File: config.mk
export PLATFORM = sky130hd
export DESIGN_NAME = rmss_top
export DESIGN_NICKNAME = d
export VERILOG_FILES = /design/src/rmss_pkg.sv /design/src/rmss_pch_if.sv /design/src/rmss_precharge.sv /design/src/rmss_top.sv
export SDC_FILE = /design/constraint.sdc
export NUM_CORES = 1
export LEC_CHECK = 0
export ABC_CLOCK_PERIOD_IN_PS = 1800
export BUFFER_PORTS_ARGS = -buffer_cell sky130_fd_sc_hd__buf_2
export CORE_UTILIZATION = 52
export DETAILED_ROUTE_END_ITERATION = 12
export PLACE_DENSITY = 0.77
export SLEW_MARGIN = 15
export SYNTH_ARGS = -nofsm -noshare
export SYNTH_HDL_FRONTEND = slang
export SYNTH_SLANG_ARGS = --single-unit
export TNS_END_PERCENT = 50
File: constraint.sdc
create_clock -name clock_in -period 1.8 [get_ports clock_in]
set_input_delay 0.18 -clock clock_in [delete_from_list [all_inputs] [get_ports clock_in]]
set_output_delay 0.18 -clock clock_in [all_outputs]
set_load 0.01 [all_outputs]
File: src/rmss_pkg.sv
// shared constants and types for the reset mode strap sampler
`default_nettype none
package rmss_pkg;
  // timing: internal clock runs at twice the bus clock
  localparam int CLK_PERIOD_PS = 5000;
  localparam int BUS_PERIOD_PS = 10000;
  localparam int STD_PRECHARGE_PS = BUS_PERIOD_PS / 2;
  localparam int EXT_PRECHARGE_PS = BUS_PERIOD_PS;
  localparam int PCH_CNT_W = 4;
  localparam int STD_PRECHARGE_CYC_I =
    (STD_PRECHARGE_PS / CLK_PERIOD_PS < 1) ? 1 :
    STD_PRECHARGE_PS / CLK_PERIOD_PS;
  localparam int EXT_PRECHARGE_CYC_I =
    (EXT_PRECHARGE_PS / CLK_PERIOD_PS < 1) ? 1 :
    EXT_PRECHARGE_PS / CLK_PERIOD_PS;
  localparam logic [PCH_CNT_W-1:0] STD_PRECHARGE_CYC =
    PCH_CNT_W'(STD_PRECHARGE_CYC_I);
  localparam logic [PCH_CNT_W-1:0] EXT_PRECHARGE_CYC =
    PCH_CNT_W'(EXT_PRECHARGE_CYC_I);
  localparam logic [PCH_CNT_W-1:0] PCH_CNT_ZERO = PCH_CNT_W'(0);
  localparam logic [PCH_CNT_W-1:0] PCH_CNT_ONE = PCH_CNT_W'(1);

  // number of precharged bus handshake lines and their slots
  localparam int NUM_PCH = 3;
  localparam int PCH_ADDR_BUSY = 0;
  localparam int PCH_DATA_BUSY = 1;
  localparam int PCH_ADDR_RETRY = 2;

  // reset values of latched modes
  localparam logic WIDE_BUS_RST = 1'h1;
  localparam logic RETRY_RST = 1'h0;
  localparam logic [2:0] FACTORY_STRAPS_RST = 3'h7;
  localparam logic EXT_PCH_RST = 1'h0;

  // factory strap vector positions
  localparam int FACT_DATA_BUS_DISABLE_N_BIT = 0;
  localparam int FACT_WONLY_BIT = 1;
  localparam int FACT_L2CLK_BIT = 2;

  typedef enum logic [1:0] {
    RMSS_IO_3V3,
    RMSS_IO_2V5,
    RMSS_IO_1V8,
    RMSS_IO_INVALID
  } rmss_io_mode_type;

  typedef enum logic [1:0] {
    RMSS_Q_IDLE,
    RMSS_Q_REQ,
    RMSS_Q_HALT
  } rmss_qstate_type;
endpackage
`default_nettype wire

File: src/rmss_pch_if.sv
// control and pin signals between the top and one precharge driver
`timescale 1ns/1ps
`default_nettype none
interface rmss_pch_if;
  logic assert_req;
  logic extended;
  logic pin_out;
  logic pin_oe;
  modport ctrl (output assert_req, output extended,
                input pin_out, input pin_oe);
  modport drv (input assert_req, input extended,
               output pin_out, output pin_oe);
endinterface
`default_nettype wire

File: src/rmss_precharge.sv
// drives one shared active-low line: assert, precharge high, release
`timescale 1ns/1ps
`default_nettype none
module rmss_precharge
  import rmss_pkg::*;
(
  // clock and reset
  input wire logic clock_in,
  input wire logic resetn_in,
  // control and pin
  rmss_pch_if.drv pch
);
  logic [PCH_CNT_W-1:0] count;
  logic [PCH_CNT_W-1:0] next_count;
  logic next_pin_out;
  logic next_pin_oe;
  logic active;
  logic [PCH_CNT_W-1:0] pch_len;

  assign pch_len = pch.extended ? EXT_PRECHARGE_CYC
                                : STD_PRECHARGE_CYC;

  always_comb begin
    next_count = count;
    next_pin_out = 1'b1;
    next_pin_oe = 1'b0;
    if (pch.assert_req) begin
      next_count = pch_len;
      next_pin_out = 1'b0;
      next_pin_oe = 1'b1;
    end else if (active && count != PCH_CNT_ZERO) begin
      // never float straight from low: drive high first
      next_count = count - PCH_CNT_ONE;
      next_pin_out = 1'b1;
      next_pin_oe = 1'b1;
    end else begin
      next_count = PCH_CNT_ZERO;
    end
  end

  assign active = pch.pin_oe;

  always_ff @(posedge clock_in or negedge resetn_in) begin
    if (!resetn_in) begin
      count <= PCH_CNT_ZERO;
      pch.pin_out <= 1'b1;
      pch.pin_oe <= 1'b0;
    end else begin
      count <= next_count;
      pch.pin_out <= next_pin_out;
      pch.pin_oe <= next_pin_oe;
    end
  end
endmodule
`default_nettype wire

File: src/rmss_top.sv
// reset mode strap sampler: latched modes, precharge lines, quiesce
`timescale 1ns/1ps
`default_nettype none
////////////////////////////////////////////////////////////////////////
module rmss_top (
  // clock and hard reset (resetn_in is hard_reset_n)
  input wire logic clock_in,
  input wire logic resetn_in,
  // reset straps
  input wire logic tlb_sync_mode_strap_in,
  input wire logic data_retry_in,
  input wire logic data_bus_disable_n_in,
  input wire logic data_bus_write_only_in,
  input wire logic l2_test_clock_pin_in,
  input wire logic bus_voltage_select_in,
  input wire logic l1_test_clock_pin_in,
  // quiesce handshake
  input wire logic debug_stop_in,
  input wire logic quiesce_ack_n_in,
  output logic quiesce_req_n_out,
  output logic quiesced_out,
  // bus handshake requests from the bus interface
  input wire logic addr_bus_busy_req_in,
  input wire logic data_bus_busy_req_in,
  input wire logic addr_retry_req_in,
  // precharged bus handshake pins
  output logic addr_bus_busy_n_out,
  output logic addr_bus_busy_n_oe_out,
  output logic data_bus_busy_n_out,
  output logic data_bus_busy_n_oe_out,
  output logic addr_retry_n_out,
  output logic addr_retry_n_oe_out,
  // latched modes
  output logic modes_valid_out,
  output logic wide_bus_out,
  output logic data_retry_mode_out,
  output logic [2:0] factory_straps_out,
  output logic factory_mode_out,
  output rmss_pkg::rmss_io_mode_type io_mode_out,
  output logic extended_precharge_out
);
  import rmss_pkg::*;

  //////////////////////////////////////////////////////////////////////
  // strap capture
  //////////////////////////////////////////////////////////////////////
  // async reset can only load constants, so straps are caught on the
  // first clock edge after release; pins are synchronous to the clock
  logic sampled;
  logic capture;
  logic [2:0] factory_pins;
  rmss_io_mode_type io_decode;

  assign capture = !sampled;
  assign factory_pins = {l2_test_clock_pin_in, data_bus_write_only_in,
                         data_bus_disable_n_in};

  // a low-low pin pair is not a legal mode; flag it rather than guess
  assign io_decode =
    ({bus_voltage_select_in, l1_test_clock_pin_in} == 2'h2) ? RMSS_IO_3V3 :
    ({bus_voltage_select_in, l1_test_clock_pin_in} == 2'h3) ? RMSS_IO_2V5 :
    ({bus_voltage_select_in, l1_test_clock_pin_in} == 2'h1) ? RMSS_IO_1V8 :
    RMSS_IO_INVALID;

  always_ff @(posedge clock_in or negedge resetn_in) begin
    if (!resetn_in) begin
      sampled <= 1'b0;
      wide_bus_out <= WIDE_BUS_RST;
      data_retry_mode_out <= RETRY_RST;
      factory_straps_out <= FACTORY_STRAPS_RST;
      io_mode_out <= RMSS_IO_INVALID;
      extended_precharge_out <= EXT_PCH_RST;
    end else if (capture) begin
      sampled <= 1'b1;
      wide_bus_out <= tlb_sync_mode_strap_in;
      data_retry_mode_out <= data_retry_in;
      factory_straps_out <= factory_pins;
      io_mode_out <= io_decode;
      extended_precharge_out <= !quiesce_ack_n_in;
    end
  end

  // any strap low means a factory mode; normal systems keep them high
  always_ff @(posedge clock_in or negedge resetn_in) begin
    if (!resetn_in) begin
      factory_mode_out <= 1'b0;
      modes_valid_out <= 1'b0;
    end else begin
      factory_mode_out <= capture ? !(&factory_pins)
                                  : factory_mode_out;
      modes_valid_out <= sampled;
    end
  end

  //////////////////////////////////////////////////////////////////////
  // quiesce handshake for debug soft stop
  //////////////////////////////////////////////////////////////////////
  // ack is ignored until the straps are taken, so an ack tied to the
  // inverted hard reset cannot look like a quiesce confirmation
  rmss_qstate_type qstate;
  rmss_qstate_type next_qstate;

  always_comb begin
    next_qstate = qstate;
    unique case (qstate)
      RMSS_Q_IDLE: begin
        if (sampled && debug_stop_in) begin
          next_qstate = RMSS_Q_REQ;
        end
      end
      RMSS_Q_REQ: begin
        if (!debug_stop_in) begin
          next_qstate = RMSS_Q_IDLE;
        end else if (!quiesce_ack_n_in) begin
          next_qstate = RMSS_Q_HALT;
        end
      end
      RMSS_Q_HALT: begin
        if (!debug_stop_in) begin
          next_qstate = RMSS_Q_IDLE;
        end
      end
    endcase
  end

  always_ff @(posedge clock_in or negedge resetn_in) begin
    if (!resetn_in) begin
      qstate <= RMSS_Q_IDLE;
      quiesce_req_n_out <= 1'b1;
      quiesced_out <= 1'b0;
    end else begin
      qstate <= next_qstate;
      quiesce_req_n_out <= (next_qstate == RMSS_Q_IDLE);
      quiesced_out <= (next_qstate == RMSS_Q_HALT);
    end
  end

  //////////////////////////////////////////////////////////////////////
  // precharged handshake lines
  //////////////////////////////////////////////////////////////////////
  rmss_pch_if pch_bus [NUM_PCH] ();
  logic [NUM_PCH-1:0] pch_req;
  logic [NUM_PCH-1:0] pch_level;
  logic [NUM_PCH-1:0] pch_oe;

  assign pch_req[PCH_ADDR_BUSY] = addr_bus_busy_req_in;
  assign pch_req[PCH_DATA_BUSY] = data_bus_busy_req_in;
  assign pch_req[PCH_ADDR_RETRY] = addr_retry_req_in;

  for (genvar g = 0; g < NUM_PCH; g++) begin : g_pch
    assign pch_bus[g].assert_req = pch_req[g];
    assign pch_bus[g].extended = extended_precharge_out;
    assign pch_level[g] = pch_bus[g].pin_out;
    assign pch_oe[g] = pch_bus[g].pin_oe;
    rmss_precharge u_pch (
      .clock_in (clock_in),
      .resetn_in (resetn_in),
      .pch (pch_bus[g].drv)
    );
  end

  // pin values come straight from the driver flip-flops
  assign addr_bus_busy_n_out = pch_level[PCH_ADDR_BUSY];
  assign addr_bus_busy_n_oe_out = pch_oe[PCH_ADDR_BUSY];
  assign data_bus_busy_n_out = pch_level[PCH_DATA_BUSY];
  assign data_bus_busy_n_oe_out = pch_oe[PCH_DATA_BUSY];
  assign addr_retry_n_out = pch_level[PCH_ADDR_RETRY];
  assign addr_retry_n_oe_out = pch_oe[PCH_ADDR_RETRY];
endmodule
`default_nettype wire

==> flow_summary.ini <==
[status]
status = finished, final reports clean

[timing]
max_freq_mhz = 679
setup_tns_ns = 0
rsz0062_at_grt = no
finalSetupViolCount = 0
setup_ws_ns = 0.326
tightest_slew_ns = 0.697
maxSlewViolCount = 0
relSlewSlack_pct = 53.6
finalHoldViolCount = 0
period_needed_ns = 1.47
fin_crit_sh_pct = 81.9
skew_ns = 0.0107

[cells_and_area]
final_cell_mix = buf_2, dfrtp_1, inv_1
drive_gt1_share_pct = 41.7
insertedDiodeCount = 0
layout_commonest_cell = buf_2
syn_to_final_growth_pct = 19.7
finalNetCount = 179

[yosys]
synth_seq_cells = 33
yosysUniqueCellTypes = 26
ys_async_sr_fraction_pct = 100
synth.avg_cell_area_um2 = 12.6
synth_nets = 139
ys_seq_area_share_pct = 57.8
synth_area_um2 = 1450
postSynthCellCount = 115
ys.flop_type = dfrtp_1
yosys_warnings = 0
synth_edf_count = 0

[die]
die_w_um = 54.8
die_y_um = 54.8
start_util_pct = 57.0
rows = 18
dieArea_um2 = 3000
ios = 32
coreArea_um2 = 2540

[setup_path]
critPathMaxFanout = 4
crit_family = flip-flops
critical_path_required_ns = 2.00
cpPeakStageDelay_ns = 0.42
worst_setup_path_end_kind = flop
worstPathArrival_ns = 1.67
critPathLaunchType = flop
path_class = reg2reg
crit_slowest_cell = dfrtp_1
crit_buf_inv = 1
path_cells = inv_1, ha_1, and4bb_1, a31oi_1, a21oi_1

[route]
drc = 0
drtIter0Drc = 9
avgViaCountPerCell = 5.09
vias = 946
routed_wl_um = 2390
drt-pass1-iter-count = 4
wl_per_cell_um = 12.8
detail-route-antenna-nets = 0

[power]
power.leakage_nw = 0.828
peakVddDrop_mv = 0.977
power_density_nw_per_um2 = 1290

[run]
maxCapViolations = 0

[clock_network]
ctsLongestPathBuffers = 2
numCtsBuffers = 5
tritoncts = yes
clkLatencyLatePin_ns = 0.32
clock_sinks = 33
clockRootBuffer = clkbuf_4
postCtsSetupBuffers = 0
ctsResizeCount = 0
cts.clk_slew.worst_paths_ns = 0.09
cts_max_level = 2

[global_route]
antenna_found_initial = 0
grt.total_usage_pct = 18.2
grt_pass1_vias = 897
grt_remaining_overflow = 0
grt_max_degree = 34
grt_pass1_wl_um = 3710

[placed_design]
post-dp-hpwl_um = 1800
preCtsSetupSlack_ns = 0.333
portBuffers = 31
gp_congestion = 0.785

[worst_hold_path]
worst_hold_path_type = in2reg
-- state kept, by name, summed over array words and instances (netlist names), 2 cells and up --
name                     cells
g_pch.u_pch.count           12
g_pch.u_pch.pch.pin_out      3
g_pch.u_pch.pch.pin_oe       3
factory_straps_out           3
qstate                       2
io_mode_out                  2
-- logic make-up after synthesis --
family / synth area share [%]
buffers and inverters: 4.92
AND/OR/NAND/NOR: 7.42
flip-flops: 57.8
adder cells (fa/ha/maj): 8.63
AO/OA/AOI/OAI: 11.2
XOR/XNOR: 3.62
other: 0.259
multiplexers: 6.13
-- worst reg2reg max path: stages (launching register included) --
cell      delay (ns)
dfrtp_1         0.42
inv_1           0.06
ha_1            0.33
and4bb_1        0.26
a31oi_1         0.20
a21oi_1         0.09
-- cells in the mapped netlist (2+ instances only) --
master / instances / area share (%)
mux2_2: 7 / 5.4
nand3_1: 2 / 0.69
o31ai_1: 4 / 2.1
o22ai_1: 6 / 2.6
nor3_1: 2 / 0.69
nand2_1: 7 / 1.8
ha_1: 10 / 8.6
xnor2_1: 6 / 3.6
a21oi_1: 2 / 0.69
nor2_1: 6 / 1.6
dfstp_2: 10 / 18
inv_1: 14 / 3.6
o311ai_2: 3 / 3.4
dfrtp_1: 23 / 40
inv_2: 2 / 0.52
-- timing repair --
item                       in CTS  in global routing
hold buffers                    3                  0
hold endpoints to repair       25                  0
setup endpoints to repair       0                  0
-- worst paths after layout --
| path | cells after the start | slack (ns) | endpoint | startpoint |
|---|---|---|---|---|
| hold / removal | 2 | 0.06 | extended_precharge_out$_DFFE_PN0N_ | quiesce_ack_n_in |
| max in group asynchronous | 2 | 0.91 | extended_precharge_out$_DFFE_PN0N_ | resetn_in |
| setup / recovery | 5 | 0.33 | quiesced_out$_DFF_PN0_ | qstate[0]$_DFF_PN0_ |
| setup reg to reg | 5 | 0.33 | quiesced_out$_DFF_PN0_ | qstate[0]$_DFF_PN0_ |
| min in group asynchronous | 2 | 0.42 | g_pch[0].u_pch.pch.pin_oe$_DFF_PN0_ | resetn_in |
| hold reg to reg | 2 | 0.49 | io_mode_out[1]$_DFFE_PN1N_ | io_mode_out[1]$_DFFE_PN1N_ |
-- area by class of cell --
type	count	area (um^2)
inverters	17	63.8
well taps	30	37.5
fillers	206	810
repair buffers	34	185
clock inverters	1	5.00
clock buffers	7	65.1
multi-input cells	64	541
flip-flops and latches	33	838
-- power breakdown --
group / switching, mW / total (mW) / leakage [nW] / internal, mW
logic: 0.356 / 0.695 / 0.400 / 0.340
registers: 0.155 / 1.09 / 0.387 / 0.932
clock network: 0.230 / 0.457 / 0.0413 / 0.226
-- layer usage --
layer,vias up,part of all wire [%],GRT usage (%)
li1,471,-,-
met1,454,43,22.0
met2,19,52,28.9
met3,2,4.5,7.50
met4,0,0.54,6.41
met5,-,0,0
-- metrics by stage --
stage	util [%]	area [um^2]	hold WS, ns	instances	total power, mW
after global placement	64.3	1640	0.260	175	1.74
after CTS	68.2	1740	0.0394	186	2.28
after global routing	68.2	1740	0.0530	186	2.41
final	68.2	1740	0.0584	186	2.24
after floorplan	-	1450	-0.116	115	1.59
after detailed placement	64.3	1640	0.271	175	1.81
(Power assumes the default switching activity.)
